**config.mk**
```make
export PLATFORM = sky130hd
export DESIGN_NAME = mpas_serial_port
export DESIGN_NICKNAME = d
export VERILOG_FILES = /design/src/mpas_pkg.sv /design/src/mpas_serial_port.sv
export SDC_FILE = /design/constraint.sdc
export NUM_CORES = 1
export LEC_CHECK = 0
export BUFFER_PORTS_ARGS = -buffer_cell sky130_fd_sc_hd__buf_2
export CORE_ASPECT_RATIO = 0.9
export CORE_UTILIZATION = 54
export CTS_CLUSTER_SIZE = 16
export DETAILED_ROUTE_END_ITERATION = 12
export HOLD_SLACK_MARGIN = 0.06
export PLACE_DENSITY = 0.75
export SLEW_MARGIN = 20
export SYNTH_ARGS = -nofsm -noshare
export SYNTH_HDL_FRONTEND = slang
export SYNTH_SLANG_ARGS = --single-unit
export TNS_END_PERCENT = 5
```
**constraint.sdc**
```tcl
create_clock -name ref_clk -period 2.4 [get_ports ref_clk]
set_clock_uncertainty 0.15 [all_clocks]
set_input_delay 0.24 -clock ref_clk [delete_from_list [all_inputs] [get_ports ref_clk]]
set_output_delay 0.24 -clock ref_clk [all_outputs]
set_load 0.1 [all_outputs]
```
**src/mpas_pkg.sv**
```systemverilog
/*
 * Shared constants of the multiprocessor serial port: register offsets,
 * field positions, reset values and the bit period.
 * Assumes one 50 MHz clock; the bit rate is a fixed divider of it.
 */
package mpas_pkg;

    // =========================================================
    // Register offsets (word index on the plain register port)
    localparam logic [2:0] MPAS_OFS_CTRL   = 3'h0;
    localparam logic [2:0] MPAS_OFS_STATUS = 3'h1;
    localparam logic [2:0] MPAS_OFS_TXDATA = 3'h2;
    localparam logic [2:0] MPAS_OFS_RXDATA = 3'h3;
    localparam logic [2:0] MPAS_OFS_BRKPIN = 3'h4;

    // =========================================================
    // Control register fields
    localparam int MPAS_CTL_TX_EN     = 0;
    localparam int MPAS_CTL_RX_EN     = 1;
    localparam int MPAS_CTL_TXE_IE    = 2;
    localparam int MPAS_CTL_TX_END_FLAG_IE   = 3;
    localparam int MPAS_CTL_RX_IE     = 4;
    localparam int MPAS_CTL_MP_WAIT   = 5;
    localparam int MPAS_CTL_DATA7     = 6;
    localparam int MPAS_CTL_STOP2     = 7;
    localparam logic [7:0] MPAS_CTRL_RESET = 8'h00;

    // =========================================================
    // Status register fields
    localparam int MPAS_ST_MPB_TX  = 0;
    localparam int MPAS_ST_MPB_RX  = 1;
    localparam int MPAS_ST_TX_END  = 2;
    localparam int MPAS_ST_FRAMING = 4;
    localparam int MPAS_ST_OVERRUN = 5;
    localparam int MPAS_ST_RX_FULL = 6;
    localparam int MPAS_ST_TX_EMPTY = 7;

    // =========================================================
    // Break pin register fields
    localparam int MPAS_BP_DATA  = 0;
    localparam int MPAS_BP_DIR   = 1;
    localparam int MPAS_BP_RXPIN = 2;

    // =========================================================
    // Timing: clock cycles per serial bit
    localparam int         MPAS_BIT_CYCLES = 16;
    localparam logic [7:0] MPAS_BIT_LAST   = 8'(MPAS_BIT_CYCLES - 1);
    localparam logic [7:0] MPAS_BIT_HALF   = 8'(MPAS_BIT_CYCLES / 2);

    typedef enum logic [2:0] {MPAS_IDLE, MPAS_START, MPAS_DATA, MPAS_MPB,
                              MPAS_STOP} mpas_state_type;

endpackage : mpas_pkg

```
**src/mpas_serial_port.sv**
```systemverilog
/*
 * Multiprocessor-format serial port: transmitter with multiprocessor bit,
 * ID-wait receiver, status flags and error handling. Assumes a plain register
 * port (read data one cycle after the strobe) and rxd synchronous to ref_clk.
 */
// Our own choices: the register offsets and the strobed register port.
`timescale 1ns/100ps
`default_nettype none

module mpas_serial_port
    import mpas_pkg::*;
(
    input  wire logic       ref_clk,
    input  wire logic       rst_n,
    input  wire logic [2:0] reg_addr,
    input  wire logic [7:0] reg_wdata,
    input  wire logic       reg_wr,
    input  wire logic       reg_rd,
    output logic      [7:0] reg_rdata,
    input  wire logic       rxd,
    output logic            txd,
    output logic            tx_empty_irq,
    output logic            tx_end_irq,
    output logic            rx_full_irq,
    output logic            rx_error_irq
);

    logic [7:0]     ctrl_r;
    logic           tx_empty_flag_r, tx_end_flag_r, rx_full_flag_r;
    logic           overrun_flag_r, framing_err_flag_r;
    logic           mp_bit_to_send_r, mp_bit_rcvd_r;
    logic [7:0]     tx_holding_reg_r, tx_shift_reg_r;
    logic [7:0]     rx_holding_reg_r, rx_shift_reg_r;
    logic           break_pin_data_r, break_pin_dir_r;
    logic           tx_mpb_r, rx_mpb_r;
    mpas_state_type tx_state_r, rx_state_r;
    logic [7:0]     tx_div_r, rx_div_r;
    logic [2:0]     tx_idx_r, rx_idx_r;
    logic           tx_stop2_r;
    logic [7:0]     rdata_r;
    logic           txd_r;

    logic tx_en, rx_en, data7, tx_tick, rx_tick, tx_load, rx_done, rx_accept;
    logic st_wr, ctl_wr, rx_blocked;
    logic [2:0] last_idx;

    assign tx_en    = ctrl_r[MPAS_CTL_TX_EN];
    assign rx_en    = ctrl_r[MPAS_CTL_RX_EN];
    assign data7    = ctrl_r[MPAS_CTL_DATA7];
    assign last_idx = data7 ? 3'h6 : 3'h7;
    assign st_wr    = reg_wr && reg_addr == MPAS_OFS_STATUS;
    assign ctl_wr   = reg_wr && reg_addr == MPAS_OFS_CTRL;
    assign tx_tick  = tx_div_r == MPAS_BIT_LAST;
    assign rx_tick  = rx_div_r == MPAS_BIT_LAST;
    // Load from idle, or straight after the last stop bit when data waits
    assign tx_load  = tx_en && !tx_empty_flag_r &&
                      (tx_state_r == MPAS_IDLE ||
                       (tx_state_r == MPAS_STOP && tx_tick && !tx_stop2_r));
    assign rx_blocked = overrun_flag_r || framing_err_flag_r || !rx_en;
    assign rx_done    = rx_state_r == MPAS_STOP && rx_tick;
    // Frames with bit 0 are dropped silently while waiting for an ID
    assign rx_accept  = rx_done && !(ctrl_r[MPAS_CTL_MP_WAIT] && !rx_mpb_r);

    // =========================================================
    // Control and break pin registers
    always_ff @(posedge ref_clk or negedge rst_n) begin
        if (!rst_n) begin
            ctrl_r           <= MPAS_CTRL_RESET;
            break_pin_data_r <= 1'b0;
            break_pin_dir_r  <= 1'b0;
            tx_holding_reg_r <= 8'h00;
            mp_bit_to_send_r <= 1'b0;
        end else begin
            if (ctl_wr) begin
                ctrl_r <= reg_wdata;
            end else if (rx_accept && rx_mpb_r) begin
                ctrl_r[MPAS_CTL_MP_WAIT] <= 1'b0;
            end
            if (reg_wr && reg_addr == MPAS_OFS_BRKPIN) begin
                break_pin_data_r <= reg_wdata[MPAS_BP_DATA];
                break_pin_dir_r  <= reg_wdata[MPAS_BP_DIR];
            end
            if (reg_wr && reg_addr == MPAS_OFS_TXDATA) begin
                tx_holding_reg_r <= reg_wdata;
            end
            if (st_wr) begin
                mp_bit_to_send_r <= reg_wdata[MPAS_ST_MPB_TX];
            end
        end
    end

    // =========================================================
    // Status flags: writing 0 clears all but tx end, a hardware set in the same cycle wins
    always_ff @(posedge ref_clk or negedge rst_n) begin
        if (!rst_n) begin
            tx_empty_flag_r    <= 1'b1;
            tx_end_flag_r      <= 1'b1;
            rx_full_flag_r     <= 1'b0;
            overrun_flag_r     <= 1'b0;
            framing_err_flag_r <= 1'b0;
        end else begin
            if (!tx_en || tx_load) begin
                tx_empty_flag_r <= 1'b1;
            end else if (st_wr && !reg_wdata[MPAS_ST_TX_EMPTY]) begin
                tx_empty_flag_r <= 1'b0;
            end
            if (!tx_en || (tx_state_r == MPAS_MPB && tx_tick && tx_empty_flag_r)) begin
                tx_end_flag_r <= 1'b1;
            end else if (tx_load) begin
                tx_end_flag_r <= 1'b0;
            end
            if (rx_accept && !rx_full_flag_r && rxd) begin
                rx_full_flag_r <= 1'b1;
            end else if (st_wr && !reg_wdata[MPAS_ST_RX_FULL]) begin
                rx_full_flag_r <= 1'b0;
            end
            if (rx_accept && rx_full_flag_r) begin
                overrun_flag_r <= 1'b1;
            end else if (st_wr && !reg_wdata[MPAS_ST_OVERRUN]) begin
                overrun_flag_r <= 1'b0;
            end
            if (rx_accept && !rx_full_flag_r && !rxd) begin
                framing_err_flag_r <= 1'b1;
            end else if (st_wr && !reg_wdata[MPAS_ST_FRAMING]) begin
                framing_err_flag_r <= 1'b0;
            end
        end
    end

    // =========================================================
    // Transmitter: start, data, one mp bit, stop; no parity slot exists
    always_ff @(posedge ref_clk or negedge rst_n) begin
        if (!rst_n) begin
            tx_state_r     <= MPAS_IDLE;
            tx_div_r       <= 8'h00;
            tx_idx_r       <= 3'h0;
            tx_shift_reg_r <= 8'h00;
            tx_mpb_r       <= 1'b0;
            tx_stop2_r     <= 1'b0;
        end else if (!tx_en) begin
            tx_state_r     <= MPAS_IDLE;
            tx_shift_reg_r <= 8'h00;
            tx_div_r       <= 8'h00;
        end else if (tx_load) begin
            tx_state_r     <= MPAS_START;
            tx_shift_reg_r <= tx_holding_reg_r;
            tx_mpb_r       <= mp_bit_to_send_r;
            tx_div_r       <= 8'h00;
            tx_idx_r       <= 3'h0;
        end else if (tx_state_r != MPAS_IDLE) begin
            tx_div_r <= tx_tick ? 8'h00 : tx_div_r + 8'h01;
            if (tx_tick) begin
                case (tx_state_r)
                    MPAS_START: tx_state_r <= MPAS_DATA;
                    MPAS_DATA: begin
                        tx_idx_r <= tx_idx_r + 3'h1;
                        if (tx_idx_r == last_idx) begin
                            tx_state_r <= MPAS_MPB;
                        end
                    end
                    MPAS_MPB: begin
                        tx_state_r <= MPAS_STOP;
                        tx_stop2_r <= ctrl_r[MPAS_CTL_STOP2];
                    end
                    MPAS_STOP: begin
                        if (tx_stop2_r) begin
                            tx_stop2_r <= 1'b0;
                        end else begin
                            tx_state_r <= MPAS_IDLE;
                        end
                    end
                    default: tx_state_r <= MPAS_IDLE;
                endcase
            end
        end
    end

    // Line level follows the state; break pin data drives it while tx is off and the break pin direction bit is set, else it idles high
    always_ff @(posedge ref_clk or negedge rst_n) begin
        if (!rst_n) begin
            txd_r <= 1'b1;
        end else if (!tx_en) begin
            txd_r <= break_pin_dir_r ? break_pin_data_r : 1'b1;
        end else begin
            case (tx_state_r)
                MPAS_START: txd_r <= 1'b0;
                MPAS_DATA:  txd_r <= tx_shift_reg_r[tx_idx_r];
                MPAS_MPB:   txd_r <= tx_mpb_r;
                default:    txd_r <= 1'b1;
            endcase
        end
    end

    // =========================================================
    // Receiver: mid-bit sampling, only the first stop bit is checked
    always_ff @(posedge ref_clk or negedge rst_n) begin
        if (!rst_n) begin
            rx_state_r     <= MPAS_IDLE;
            rx_div_r       <= 8'h00;
            rx_idx_r       <= 3'h0;
            rx_shift_reg_r <= 8'h00;
            rx_mpb_r       <= 1'b0;
        end else if (rx_state_r == MPAS_IDLE) begin
            if (!rx_blocked && !rxd) begin
                rx_state_r     <= MPAS_START;
                rx_div_r       <= MPAS_BIT_HALF;
                rx_shift_reg_r <= 8'h00;
                rx_idx_r       <= 3'h0;
            end
        end else begin
            rx_div_r <= rx_tick ? 8'h00 : rx_div_r + 8'h01;
            if (rx_tick) begin
                case (rx_state_r)
                    // A glitch shorter than half a bit is not a start bit
                    MPAS_START: rx_state_r <= rxd ? MPAS_IDLE : MPAS_DATA;
                    MPAS_DATA: begin
                        rx_shift_reg_r[rx_idx_r] <= rxd;
                        rx_idx_r <= rx_idx_r + 3'h1;
                        if (rx_idx_r == last_idx) begin
                            rx_state_r <= MPAS_MPB;
                        end
                    end
                    MPAS_MPB: begin
                        rx_mpb_r   <= rxd;
                        rx_state_r <= MPAS_STOP;
                    end
                    MPAS_STOP: rx_state_r <= MPAS_IDLE;
                    default: rx_state_r <= MPAS_IDLE;
                endcase
            end
        end
    end

    // A bad stop bit still stores the byte; a full holding register keeps its own
    always_ff @(posedge ref_clk or negedge rst_n) begin
        if (!rst_n) begin
            rx_holding_reg_r <= 8'h00;
            mp_bit_rcvd_r    <= 1'b0;
        end else if (rx_accept && !rx_full_flag_r) begin
            rx_holding_reg_r <= rx_shift_reg_r;
            mp_bit_rcvd_r    <= rx_mpb_r;
        end
    end

    // =========================================================
    // Register read port and interrupt requests
    always_ff @(posedge ref_clk or negedge rst_n) begin
        if (!rst_n) begin
            rdata_r <= 8'h00;
        end else if (!reg_rd) begin
            rdata_r <= 8'h00;
        end else if (reg_addr == MPAS_OFS_CTRL) begin
            rdata_r <= ctrl_r;
        end else if (reg_addr == MPAS_OFS_STATUS) begin
            rdata_r <= {tx_empty_flag_r, rx_full_flag_r, overrun_flag_r, framing_err_flag_r,
                        1'b0, tx_end_flag_r, mp_bit_rcvd_r, mp_bit_to_send_r};
        end else if (reg_addr == MPAS_OFS_TXDATA) begin
            rdata_r <= tx_holding_reg_r;
        end else if (reg_addr == MPAS_OFS_RXDATA) begin
            rdata_r <= rx_holding_reg_r;
        end else if (reg_addr == MPAS_OFS_BRKPIN) begin
            rdata_r <= {5'h00, rxd, break_pin_dir_r, break_pin_data_r};
        end else begin
            rdata_r <= 8'h00;
        end
    end

    always_ff @(posedge ref_clk or negedge rst_n) begin
        if (!rst_n) begin
            tx_empty_irq <= 1'b0;
            tx_end_irq   <= 1'b0;
            rx_full_irq  <= 1'b0;
            rx_error_irq <= 1'b0;
        end else begin
            tx_empty_irq <= tx_empty_flag_r && ctrl_r[MPAS_CTL_TXE_IE] && tx_en;
            tx_end_irq   <= tx_end_flag_r && ctrl_r[MPAS_CTL_TX_END_FLAG_IE] && tx_en;
            rx_full_irq  <= rx_full_flag_r && ctrl_r[MPAS_CTL_RX_IE];
            rx_error_irq <= (overrun_flag_r || framing_err_flag_r) &&
                            ctrl_r[MPAS_CTL_RX_IE];
        end
    end

    assign reg_rdata = rdata_r;
    assign txd       = txd_r;

    // =========================================================
    // Checks
    AST_START_LOW: assert property (@(posedge ref_clk) disable iff (!rst_n)
        tx_en && tx_state_r == MPAS_START |=> !txd_r) else $error("start bit not low");
    AST_LOAD_EMPTY: assert property (@(posedge ref_clk) disable iff (!rst_n)
        tx_load |=> tx_empty_flag_r && tx_state_r == MPAS_START)
        else $error("load did not set empty and start");
    AST_MARK: assert property (@(posedge ref_clk) disable iff (!rst_n)
        tx_en && tx_state_r == MPAS_IDLE |=> txd_r) else $error("idle line not high");
    AST_MPB_OUT: assert property (@(posedge ref_clk) disable iff (!rst_n)
        tx_en && tx_state_r == MPAS_MPB |=> txd_r == tx_mpb_r) else $error("mp bit wrong");
    AST_TX_END: assert property (@(posedge ref_clk) disable iff (!rst_n)
        tx_en && tx_state_r == MPAS_MPB && tx_tick && tx_empty_flag_r |=> tx_end_flag_r)
        else $error("end flag not set");
    AST_OVERRUN_KEEP: assert property (@(posedge ref_clk) disable iff (!rst_n)
        rx_accept && rx_full_flag_r |=> overrun_flag_r && $stable(rx_holding_reg_r))
        else $error("overrun mishandled");
    AST_BLOCKED: assert property (@(posedge ref_clk) disable iff (!rst_n)
        rx_state_r == MPAS_IDLE && (overrun_flag_r || framing_err_flag_r) |=>
        rx_state_r == MPAS_IDLE) else $error("receive resumed under error");
    AST_ID_ACCEPT: assert property (@(posedge ref_clk) disable iff (!rst_n)
        rx_accept && rx_mpb_r && ctrl_r[MPAS_CTL_MP_WAIT] && !ctl_wr |=>
        !ctrl_r[MPAS_CTL_MP_WAIT]) else $error("wait not cleared on id");
    AST_DISCARD: assert property (@(posedge ref_clk) disable iff (!rst_n)
        rx_done && ctrl_r[MPAS_CTL_MP_WAIT] && !rx_mpb_r |=>
        $stable(rx_full_flag_r) || !rx_full_flag_r) else $error("data frame not skipped");
    AST_RX_IRQ: assert property (@(posedge ref_clk) disable iff (!rst_n)
        rx_full_flag_r && ctrl_r[MPAS_CTL_RX_IE] |=> rx_full_irq) else $error("no rx irq");

endmodule : mpas_serial_port

`default_nettype wire

```
**Word-level counts from Yosys, hierarchy flattened**

Index checks and enable logic that the tools add are counted.

- Register bits: 93
- Input bits: 16
- Logic and storage cells: 195

- $add $sub $neg: 4
- Magnitude comparators: 3
- Equal/unequal tests: 23
- Muxes and demuxes: 62
- Bitwise gates (word level): 2
- Reduce and logical (&&, ||, !) cells: 71

Operators by type and width:

| cell | number |
|---|---|
| $mux W8 | 18 |
| $mux W3 | 19 |
| $logic_and A1 B1 Y1 | 30 |
| $reduce_bool A2 Y1 | 12 |
| $eq A3 B2 Y1 const B | 6 |
| $mux W1 | 17 |
| $add A8 B1 Y8 const B | 2 |
| $eq A8 B4 Y1 const B | 2 |
| $logic_not A1 Y1 | 13 |
| $pmux W3 S4 | 1 |
| $eq A3 B1 Y1 const B | 3 |
| $eq A3 B3 Y1 const B | 3 |
| $logic_not A3 Y1 | 3 |
| $pmux W3 S3 | 1 |
| $reduce_and A3 Y1 | 3 |
| $bwmux W8 | 1 |
| $lt A3 B4 Y1 const B | 2 |
| $ne A4 B4 Y1 const B | 2 |
| $reduce_and A4 Y1 | 2 |
| $add A3 B1 Y3 const B | 2 |
| $eq A3 B3 Y1 | 2 |
| $ne A3 B1 Y1 const B | 2 |
| $logic_or A1 B1 Y1 | 5 |
| $reduce_and A5 Y1 | 1 |
| 11 further kinds | 13 |

**Depth between registers and ports, before layout**

Gate-level depths: netlist of run 1.

- Depth after elaboration: 8
- Depth in mapped cells: 7

**Worst setup path after synthesis of run 1**

Ideal clock, no wire load.

- Path kind: register -> register
- From: register rx_div_r[5]
- To: register rx_shift_reg_r[2]
- Setup time: 0.138 ns
- Data arrival time: 2.015 ns
- Required time: 2.112 ns
- Setup slack: 0.098 ns
- Stages on the path, launching flop included: 6
- Path buffers: 0
- Period minus slack after synthesis: 2.302 ns
- Cells stage by stage: dfrtp_1 or3_4 or3_4 a2111o_1 o311ai_1 o41ai_1

- Longest elaborated chain between the ends: 3

Ends and longest elaborated chain:

| item | line | source |
|---|---|---|
| start, declared | mpas_serial_port.sv:37 | `logic [7:0] tx_div_r, rx_div_r;` |
| start signal, assigned | mpas_serial_port.sv:211 | `rx_div_r <= rx_tick ? 8'h00 : rx_div_r + 8'h01;` |
| $eq A8 B4 Y1 | mpas_serial_port.sv:54 | `assign rx_tick = rx_div_r == MPAS_BIT_LAST;` |
| $reduce_bool A2 Y1 (no line) | n/a |  |
| $reduce_and A3 Y1 (no line) | n/a |  |
| end signal, assigned by index | mpas_serial_port.sv:217 | `rx_shift_reg_r[rx_idx_r] <= rxd;` |
| end, declared | mpas_serial_port.sv:33 | `logic [7:0] rx_holding_reg_r, rx_shift_reg_r;` |

Every way passes these cells.
A chain may end at the register's enable or synchronous reset.

**Final worst setup path of run 1**

- From: register rx_div_r[0]
- To: register rx_shift_reg_r[6]

Same word-level chain as after synthesis.

==> results of run 1 <==
-- cell usage after synthesis, types with 3 or more instances --
master	number	area [sq um]
xor2_1	9	78.83
a21oi_1	9	45.04
nand2b_1	5	31.28
and3_1	8	50.05
nand3b_1	3	22.52
nand4_1	5	31.28
a31oi_1	4	25.02
o31ai_1	3	22.52
nor3b_1	5	37.54
dfstp_2	3	78.83
clkbuf_1	17	63.81
ha_1	4	50.05
dfrtp_1	90	2252
mux2i_1	23	230.2
mux2_2	30	337.8
nor3_1	4	20.02
xnor2_1	3	26.28
o221ai_1	3	26.28
nand2_1	51	191.4
nand3_1	18	90.09
or3_1	5	31.28
inv_1	8	30.03
o21ai_0	30	150.1
nor2_1	28	105.1
o22ai_1	5	31.28
and2_1	3	18.77
-- per-layer routing --
metal | GRT usage [%] | up-vias | wire length [um]
met4 | 5.481 | 0 | 106
li1 | - | 1576 | -
met1 | 35.36 | 1628 | 4768
met5 | 0 | - | 0
met3 | 6.145 | 11 | 444
met2 | 36.49 | 93 | 4193
-- state kept, by name, indices dropped and copies added (netlist names), 3 cells and up --
| signal | flops |
|---|---|
| rx_state_r | 3 |
| rx_holding_reg_r | 8 |
| rx_idx_r | 3 |
| reg_rdata | 8 |
| rx_div_r | 8 |
| tx_holding_reg_r | 8 |
| rx_shift_reg_r | 8 |
| tx_div_r | 8 |
| tx_idx_r | 3 |
| tx_state_r | 3 |
| tx_shift_reg_r | 8 |
| ctrl_r | 8 |
-- cells in the final DEF, fill, tap and decap left out, drive strengths merged, types with 2 or more instances in the layout --
cell type and instances:
dfstp 3, dlygate4sd3 11, xor2 9, nand2b 5, mux4 2, o21ai 30
a31oi 4, a22o 2, inv 8, o22ai 5, nand4 5, and3 8
o221ai 3, clkbuf 14, or3 7, nand3b 3, nand4b 2, a21oi 9
nand2 51, nand3 18, o21a 2, a21boi 2, o31ai 3, nor3 5
or2 2, buf 51, mux2 30, mux2i 23, ha 4, xnor2 3
dfrtp 90, nor3b 7, nor2b 2, a22oi 2, and2 3, nor2 28
-- what timing repair did --
item	4_1_cts	5_1_grt
endpoints found under the setup margin	2	3
pin swaps	1	7
buffers inserted	0	8
gates resized for setup	0	3
endpoints found under the hold margin	67	0
hold buffers	11	0
-- kinds of logic (layout without fill, tap and decap cells) --
logic type / after synthesis / after routing
buf+inv: 25 / 86
xor+xnor: 12 / 12
flops: 93 / 93
mux: 55 / 55
simple gates: 147 / 147
fa+ha+maj: 4 / 4
compound gates: 74 / 74
-- power groups by stage --
stage                     Sequential [uW]  Combinational, uW  Clock, uW
after floorplan                      2170                665          0
after global placement               2090                998          0
after detailed placement             2110               1030          0
after CTS                            2080               1050       1150
after global routing                 2130               1240       1200
final                                2090               1130       1130
-- through the flow --
step	worst slack (ns)	hold WS [ns]	TNS [ns]
final	0.003026	0.07823	0
after global routing	-0.08402	0.07556	-0.1914
after CTS	0.01213	0.07379	0
after detailed placement	-0.01400	0.1304	-0.01400
after global placement	0.06449	0.1275	0
after floorplan	0.09752	-0.2056	0
-- cell type report --
class | instances | area [sq um] | area share [%]
clock buffers | 14 | 182.7 | 3.539
clock inverters | 2 | 38.79 | 0.7515
inverters | 8 | 30.03 | 0.5818
multi-input cells | 292 | 2021 | 39.15
flip-flops and latches | 93 | 2331 | 45.16
well taps | 96 | 120.1 | 2.327
repair buffers | 62 | 437.9 | 8.485
-- worst paths after layout --
path,startpoint,endpoint,depth (start not counted)
setup / recovery,rx_div_r[0],rx_shift_reg_r[6],6
hold / removal,rxd,rx_mpb_r,2
setup reg to reg,rx_div_r[0],rx_shift_reg_r[6],6
hold reg to reg,mp_bit_rcvd_r,mp_bit_rcvd_r,1
max in group asynchronous,rst_n,tx_holding_reg_r[0],3
min in group asynchronous,rst_n,tx_div_r[6],2
-- worst register-to-register path: cells and delay by family (launching register included) --
kind	cells	cell delay [ns]
compound gates	1	0.53
fa+ha+maj	1	0.16
mux	1	0.21
simple gates	3	0.87
flops	1	0.41
==> results.py, run 1 <==
metrics = {
    "power": {
        "p_seq_share_pct": 48.1,
        "p_sw_uw": 1494,
        "p_int_uw": 2854,
        "power_leakage_uw": 0.002372,
        "combPwrFrac_pct": 26.0,
        "power_frac_clock_pct": 25.9,
        "p_per_area_nw_per_um2": 842.3,
        "ir_worst_vdd_mv": 0.4795,
        "switching_share_pct": 34.36,
        "p_total_uw": 4347,
    },
    "floorplan": {
        "die_x_um": 97.37,
        "start_util_pct": 57.17,
        "pin_count": 29,
        "die_h_um": 87.84,
        "rows": 30,
        "die_area_sq_um": 8552,
        "core_area_sq_um": 7732,
    },
    "finish": {
        "filler_cell_count": 605,
        "final_area_sq_um": 5161,
        "area_growth_pct": 16.76,
        "fin_util_pct": 66.75,
        "drive_gt1_share_pct": 23.57,
        "antenna_cells": 0,
        "fin_nets": 486,
        "fin_cells": 567,
    },
    "grt": {
        "grt_pass1_vias": 3190,
        "track_usage_pct": 24.10,
        "grt_pass1_wl_mm": 15.90,
        "antenna_found_initial": 0,
        "grt-ovfl-total": 0,
        "grt_max_degree": 46,
    },
    "logic_synthesis": {
        "synth_xor_xnor_area_share_pct": 2.378,
        "ys_seq_area_share_pct": 52.73,
        "synthMuxAreaShare_pct": 13.87,
        "synth_seq_cells": 93,
        "synth_adder_area_share_pct": 1.132,
        "synthDistinctLibCells": 51,
        "synth_compound_gate_area_share_pct": 11.07,
        "synth-main-ff-cell": "dfrtp_1",
        "synthArstFlopShare_pct": 100.0,
        "synth_area_sq_um": 4420,
        "avgSynthCellArea_sq_um": 10.78,
        "synth_edf_count": 0,
        "yosysWarnings": 0,
        "synth_top_family_by_area": "simple AND/OR/NAND/NOR gates",
        "syn_nets": 430,
        "synthCells": 410,
        "synth-simple-area-share_pct": 16.70,
    },
    "hold_path": {
        "hp-class": "in -> reg",
    },
    "timing": {
        "max_freq_ghz": 0.4172,
        "worstMarginPinSlew_ns": 0.5841,
        "min_period_over_period_pct": 99.87,
        "finalCriticalPeriod_ns": 2.397,
        "setup_viol": 0,
        "timing.slew.headroom_pct": 60.91,
        "hold_violations": 0,
        "slew_viol_final": 0,
        "rsz0062_at_grt": "yes",
    },
    "cts": {
        "clk_latency_ns": 0.36,
        "tritoncts": "done",
        "cts.clk_slew.worst_paths_ns": 0.09,
        "cts_sinks": 93,
        "cts_buffers": 9,
        "htreeDepth": 3,
        "root_buffer": "clkbuf_8",
        "clockBufferDepth": 2,
    },
    "setup_path": {
        "path_class": "reg -> reg",
        "end_kind": "flip-flop",
        "cp_cell_sequence": "ha_4 -> nand4b_1 -> or3_4 -> a2111o_1 -> nor3b_2 -> mux2i_1",
        "arrival_ns": 2.53,
        "required_ns": 2.54,
        "critical_path.top_delay_family": "simple AND/OR/NAND/NOR gates",
        "start_kind": "flip-flop",
        "path_max_fanout": 6,
        "ff2ff_setup_slack_ns": 0.003,
        "path_buf_inv": 0,
        "max_stage_delay_ns": 0.53,
        "cp_slowest_cell": "a2111o_1",
    },
    "route": {
        "drt_iter0_drc": 331,
        "via_per_inst": 5.834,
        "wire_per_inst_um": 16.78,
        "postRouteAntennaNets": 0,
        "firstDrtPassIters": 4,
        "vias": 3308,
        "drc": 0,
        "wl_mm": 9.513,
    },
    "placement": {
        "hpwl_mm": 6.649,
        "gp_routability_congestion": 0.8185,
        "io_buffers": 28,
        "dpl.cell_count": 532,
        "post_dp_cell_area_sq_um": 4750,
    },
    "flow_run": {
        "drv_cap": 0,
    },
    "outcome": {
        "outcome": "complete, no violations",
    },
}
(Power assumes the default switching activity.)
==> inputs of run 2 (changes only) <==
ABC_AREA = 1   (was unset)
CAP_MARGIN = 10   (was unset)
==> run 2 against run 1 <==
Compared with the run above:
- sequential power down 5%
- final cell count grew 20%
- global-route usage up 1.7 points
- via count is 14% higher
- fmax increased by 9.5%
- area after synthesis is essentially flat
- critical path depth increased by 2
- non-clock buffer count down 18
- flip-flop and latch count stayed put
- die area about the same
- clock-buffer cell count is 4 lower
- largest cell class unchanged
- largest power group unchanged
- highest routed layer unchanged
==> results.py, run 2 <==
metrics = {
    "power": {
        "ir_worst_vdd_mv": 0.4564,
        "p_per_area_nw_per_um2": 837.5,
        "power_leakage_uw": 0.002472,
    },
    "grt": {
        "antenna_found_initial": 0,
        "grt_max_degree": 44,
        "track_usage_pct": 25.82,
        "grt_pass1_vias": 3584,
        "grt_pass1_wl_mm": 17.04,
        "grt-ovfl-total": 0,
    },
    "floorplan": {
        "start_util_pct": 57.12,
        "die_h_um": 87.80,
        "core_area_sq_um": 7732,
        "rows": 30,
        "die_x_um": 97.33,
        "die_area_sq_um": 8545,
        "pin_count": 29,
    },
    "cts": {
        "root_buffer": "clkbuf_8",
        "tritoncts": "done",
        "clockBufferDepth": 2,
        "cts_buffers": 9,
        "clk_latency_ns": 0.37,
        "post_cts_buffers": 0,
        "cts_sinks": 93,
        "htreeDepth": 3,
        "cts.clk_slew.worst_paths_ns": 0.09,
    },
    "setup_path": {
        "arrival_ns": 2.28,
        "path_class": "in -> reg",
        "end_kind": "flip-flop",
        "required_ns": 2.50,
        "ff2ff_setup_slack_ns": 0.29,
        "regToRegStartpoint": "rx_div_r[0]",
        "ff2ff_path_depth": 6,
        "start_kind": "input port",
        "reg2reg_to": "rx_holding_reg_r[7]",
        "path_max_fanout": 13,
    },
    "logic_synthesis": {
        "synth.area.top_cells": "dfrtp_1 (51%), nand2_1 (10%), o21ai_0 (8.0%)",
        "synth.largest_area_cell": "dfrtp_1",
        "post-synth-top-area-fraction_pct": 50.99,
        "synthDistinctLibCells": 32,
        "synth_xor_xnor_area_share_pct": 2.181,
        "synth_top_family_by_area": "simple AND/OR/NAND/NOR gates",
        "synth.most_common_cell": "nand2_1",
        "synth_compound_gate_area_share_pct": 14.59,
        "synth_adder_area_share_pct": 1.133,
        "ys_seq_area_share_pct": 52.78,
        "avgSynthCellArea_sq_um": 8.287,
        "synth-simple-area-share_pct": 21.90,
        "synth-main-ff-cell": "dfrtp_1",
        "synth_seq_cells": 93,
        "syn_nets": 553,
        "synth_commonest_cells": "nand2_1 (119), dfrtp_1 (90), o21ai_0 (71), inv_1 (68), nor2_1 (49)",
        "yosysWarnings": 0,
        "synth_edf_count": 0,
        "synthCells": 533,
        "synth_area_sq_um": 4417,
        "synthArstFlopShare_pct": 100.0,
        "synthMuxAreaShare_pct": 0.2266,
    },
    "finish": {
        "area_growth_pct": 13.20,
        "fin_nets": 598,
        "drive_gt1_share_pct": 12.35,
        "fin_cells": 679,
        "final_area_sq_um": 5000,
        "antenna_cells": 0,
        "layout_common_cells": "nand2_1 (119), dfrtp_1 (90), o21ai_0 (71)",
        "filler_cell_count": 641,
        "final_common_cell": "nand2_1",
    },
    "hold_path": {
        "whs_endpoint": "break_pin_data_r",
        "hp-class": "in -> reg",
        "min_from": "reg_wr",
        "hold-path-cell-count": 3,
    },
    "timing": {
        "setup_viol": 0,
        "timing.slew.headroom_pct": 59.87,
        "worstMarginPinSlew_ns": 0.6002,
        "hold_violations": 0,
        "fin_tns_setup_ns": 0,
        "max_freq_ghz": 0.4568,
        "slew_viol_final": 0,
        "finalCriticalPeriod_ns": 2.189,
        "rsz0062_at_grt": "no",
        "min_period_over_period_pct": 91.22,
        "setup_ws_ns": 0.2108,
    },
    "placement": {
        "post_dp_cell_area_sq_um": 4666,
        "dpl.cell_count": 652,
        "io_buffers": 28,
        "preCtsSetupSlack_ns": 0.3805,
        "hpwl_mm": 7.406,
        "gp_routability_congestion": 0.8784,
    },
    "route": {
        "postRouteAntennaNets": 0,
        "drc": 0,
        "via_per_inst": 5.564,
        "wl_mm": 10.31,
        "drt_iter0_drc": 228,
        "wire_per_inst_um": 15.19,
        "vias": 3778,
        "firstDrtPassIters": 5,
    },
    "outcome": {
        "outcome": "complete, no violations",
    },
    "flow_run": {
        "drv_cap": 0,
    },
}
-- run 2: worst max-delay path, cell delays in order --
cell and delay, ns:
dlygate4sd3_1 0.53, buf_2 0.16, inv_1 0.18, nand4_2 0.26
o21ai_2 0.52, o21ai_0 0.22, nand2_1 0.09, o21ai_0 0.08
-- run 2: cells by family after synthesis --
kind of cell | after synthesis
buffers and inverters | 81
flip-flops | 93
XOR/XNOR | 11
multiplexers | 1
adder cells (fa/ha/maj) | 4
AO/OA/AOI/OAI | 117
AND/OR/NAND/NOR | 226
-- run 2: layer usage --
layer | up-vias | wire length [um] | GRT usage, %
li1 | 1823 | - | -
met1 | 1793 | 4792 | 35.83
met2 | 147 | 4688 | 41.61
met3 | 15 | 716 | 5.666
met4 | 0 | 116 | 7.353
met5 | - | 0 | 0
-- run 2: worst max-delay path by stage --
stage | slack, ns | start | cells past startpoint | end
floorplan | 0.79 | rx_div_r[0] | 9 | rx_shift_reg_r[4]
global placement | 0.49 | rxd | 7 | rx_shift_reg_r[6]
detailed placement | 0.38 | rx_div_r[0] | 5 | rx_holding_reg_r[6]
CTS | 0.25 | rxd | 8 | rx_shift_reg_r[7]
global route | 0.07 | rxd | 7 | rx_shift_reg_r[7]
finish | 0.21 | rxd | 8 | rx_shift_reg_r[7]
-- run 2: timing repair --
action,CTS,global route
hold buffers,11,0
gates resized for setup,0,0
endpoints found under the hold margin,63,0
-- run 2: report_power, final --
group	total, uW	internal, uW	switching, uW
clock network	1150	613	542
registers	1980	1790	193
logic	1050	293	759
total	4190	2690	1490
-- run 2: layout make-up --
| class | instances | area [sq um] | share of cell area (%) |
|---|---|---|---|
| Clock buffer | 10 | 137.6 | 2.753 |
| Tap cell | 96 | 120.1 | 2.402 |
| Inverter | 71 | 266.5 | 5.330 |
| Timing Repair Buffer | 44 | 290.3 | 5.806 |
| Sequential cell | 93 | 2331 | 46.62 |
| Multi-Input combinational cell | 359 | 1768 | 35.36 |
| Clock inverter | 6 | 86.33 | 1.727 |
-- run 2: metrics by stage --
step,hold slack (ns),total power (uW),utilization (%)
2_1_floorplan,-0.2056,2728,-
3_3_place_gp,0.1125,2993,60.34
3_5_place_dp,0.1209,3028,60.34
4_1_cts,0.09378,4187,64.66
5_1_grt,0.1046,4431,64.66
6_report,0.1145,4187,64.66
==> inputs of run 3 (changes only) <==
ABC_AREA = 0   (was 1)
BUFFER_PORTS_ARGS = -buffer_cell sky130_fd_sc_hd__buf_4   (was -buffer_cell sky130_fd_sc_hd__buf_2)
SKIP_LAST_GASP = 1   (was unset)
==> run 3 against run 2 <==
Compared with the run above:
- non-clock buffer count up 14
- worst hold slack better by 0.00065 ns
- combinational power increased by 7%
- utilization up 2.0 points
- global-route usage fell by 0.92 points
- critical path type is now reg -> reg
- final area is 3.1% higher
- clock-buffer cell count increased by 2
- worst setup slack got worse by 0.25 ns
- the run now ends with negative setup slack left
- highest routed layer unchanged
- final cell count is 17% lower
- total power grew 0.63%
- clock power down 14%
==> results.py, run 3 (synthesized netlist as in run 1, its figures left out) <==
metrics = {
    "outcome": {
        "outcome": "finished, violations left",
        "violations": "negative setup slack",
    },
    "timing": {
        "min_period_over_period_pct": 101.8,
        "timing.slew.headroom_pct": 60.08,
        "max_freq_ghz": 0.4092,
        "worstMarginPinSlew_ns": 0.5988,
        "slew_viol_final": 0,
        "rsz0062_at_grt": "yes",
        "hold_violations": 0,
        "setup_viol": 3,
        "finalCriticalPeriod_ns": 2.444,
        "fin_tns_setup_ns": -0.07893,
        "setup_ws_ns": -0.04409,
    },
    "finish": {
        "antenna_cells": 0,
        "filler_cell_count": 599,
        "drive_gt1_share_pct": 21.94,
        "fin_nets": 482,
        "fin_util_pct": 66.63,
        "final_area_sq_um": 5152,
        "final_common_cell": "dfrtp_1",
        "area_growth_pct": 16.56,
        "layout_common_cells": "dfrtp_1 (90), nand2_1 (51), buf_4 (45)",
    },
    "hold_path": {
        "hold-path-cell-count": 4,
        "whs_endpoint": "reg_rdata[4]",
        "min_from": "reg_addr[2]",
        "hp-class": "in -> reg",
    },
    "floorplan": {
        "die_area_sq_um": 8552,
        "die_h_um": 87.84,
        "rows": 30,
        "pin_count": 29,
        "die_x_um": 97.37,
        "core_area_sq_um": 7732,
        "start_util_pct": 57.17,
    },
    "route": {
        "firstDrtPassIters": 5,
        "via_per_inst": 5.952,
        "drt_iter0_drc": 279,
        "vias": 3339,
        "postRouteAntennaNets": 0,
        "drc": 0,
        "wl_mm": 9.700,
        "wire_per_inst_um": 17.29,
    },
    "cts": {
        "cts_sinks": 93,
        "root_buffer": "clkbuf_8",
        "htreeDepth": 3,
        "clockBufferDepth": 2,
        "tritoncts": "done",
        "clk_latency_ns": 0.36,
        "cts.clk_slew.worst_paths_ns": 0.09,
        "cts_buffers": 9,
    },
    "grt": {
        "antenna_found_initial": 0,
        "track_usage_pct": 24.90,
        "grt-ovfl-total": 0,
        "grt_max_degree": 45,
        "grt_pass1_vias": 3287,
        "grt_pass1_wl_mm": 16.53,
    },
    "placement": {
        "preCtsSetupSlack_ns": 0.003651,
        "hpwl_mm": 6.790,
        "post_dp_cell_area_sq_um": 4810,
        "io_buffers": 28,
        "gp_routability_congestion": 0.8400,
    },
    "setup_path": {
        "end_kind": "flip-flop",
        "start_kind": "flip-flop",
        "reg2reg_to": "rx_shift_reg_r[2]",
        "startpoint": "rx_div_r[0]",
        "required_ns": 2.47,
        "path_max_fanout": 6,
        "ff2ff_path_depth": 6,
        "ff2ff_setup_slack_ns": -0.04,
        "arrival_ns": 2.52,
        "regToRegStartpoint": "rx_div_r[0]",
        "path_class": "reg -> reg",
    },
    "flow_run": {
        "drv_cap": 0,
    },
    "power": {
        "ir_worst_vdd_mv": 0.5289,
        "p_total_uw": 4214,
        "p_per_area_nw_per_um2": 817.8,
        "power_leakage_uw": 0.002345,
    },
}
-- run 3: worst max-delay path, stage by stage, from the launching register on --
cell	delay (ns)
dfrtp_1	0.45
ha_4	0.16
nand4b_1	0.17
or3_4	0.46
a2111o_1	0.53
o311ai_1	0.26
o41ai_1	0.12
-- run 3: stage by stage --
stage,instances,hold slack [ns]
floorplan,410,-0.2056
global placement,531,0.1321
detailed placement,531,0.1346
CTS,557,0.09447
global route,561,0.1201
finish,561,0.1152
-- run 3: power by group --
group	internal, uW	switching, uW	total (uW)
registers	1800	301	2100
logic	462	661	1120
clock network	498	489	987
total	2760	1450	4210
-- run 3: final cells by class --
class | count | area (sq um) | share of cell area (%)
inverters | 8 | 30.03 | 0.5828
multi-input cells | 292 | 2013 | 39.07
clock buffers | 12 | 145.1 | 2.817
flip-flops and latches | 93 | 2331 | 45.24
repair buffers | 58 | 478.0 | 9.276
well taps | 96 | 120.1 | 2.331
clock inverters | 2 | 35.03 | 0.6799
-- run 3: routing by layer --
metal  routed length [um]  global-route usage [%]  vias to the layer above
li1                     -                       -                     1565
met1                 4677                   36.53                     1665
met2                 4439                   38.08                      100
met3                  480                   5.347                        9
met4                  103                   6.283                        0
met5                    0                       0                        -
-- run 3: how the worst max path moves through the flow --
stage	cells after the start	to	slack, ns
final	6	rx_shift_reg_r[2]	-0.04
after global routing	6	rx_shift_reg_r[3]	-0.11
after CTS	6	rx_shift_reg_r[2]	0.02
after detailed placement	5	rx_shift_reg_r[2]	0.004
after global placement	5	rx_shift_reg_r[3]	0.06
after floorplan	5	rx_shift_reg_r[2]	0.1
-- run 3: repair_timing --
item / CTS / global route
setup endpoints to repair: 2 / 7
setup buffers: 0 / 4
hold endpoints to repair: 70 / 0
gates resized for setup: 0 / 2
hold buffers: 12 / 0
pin swaps: 1 / 5
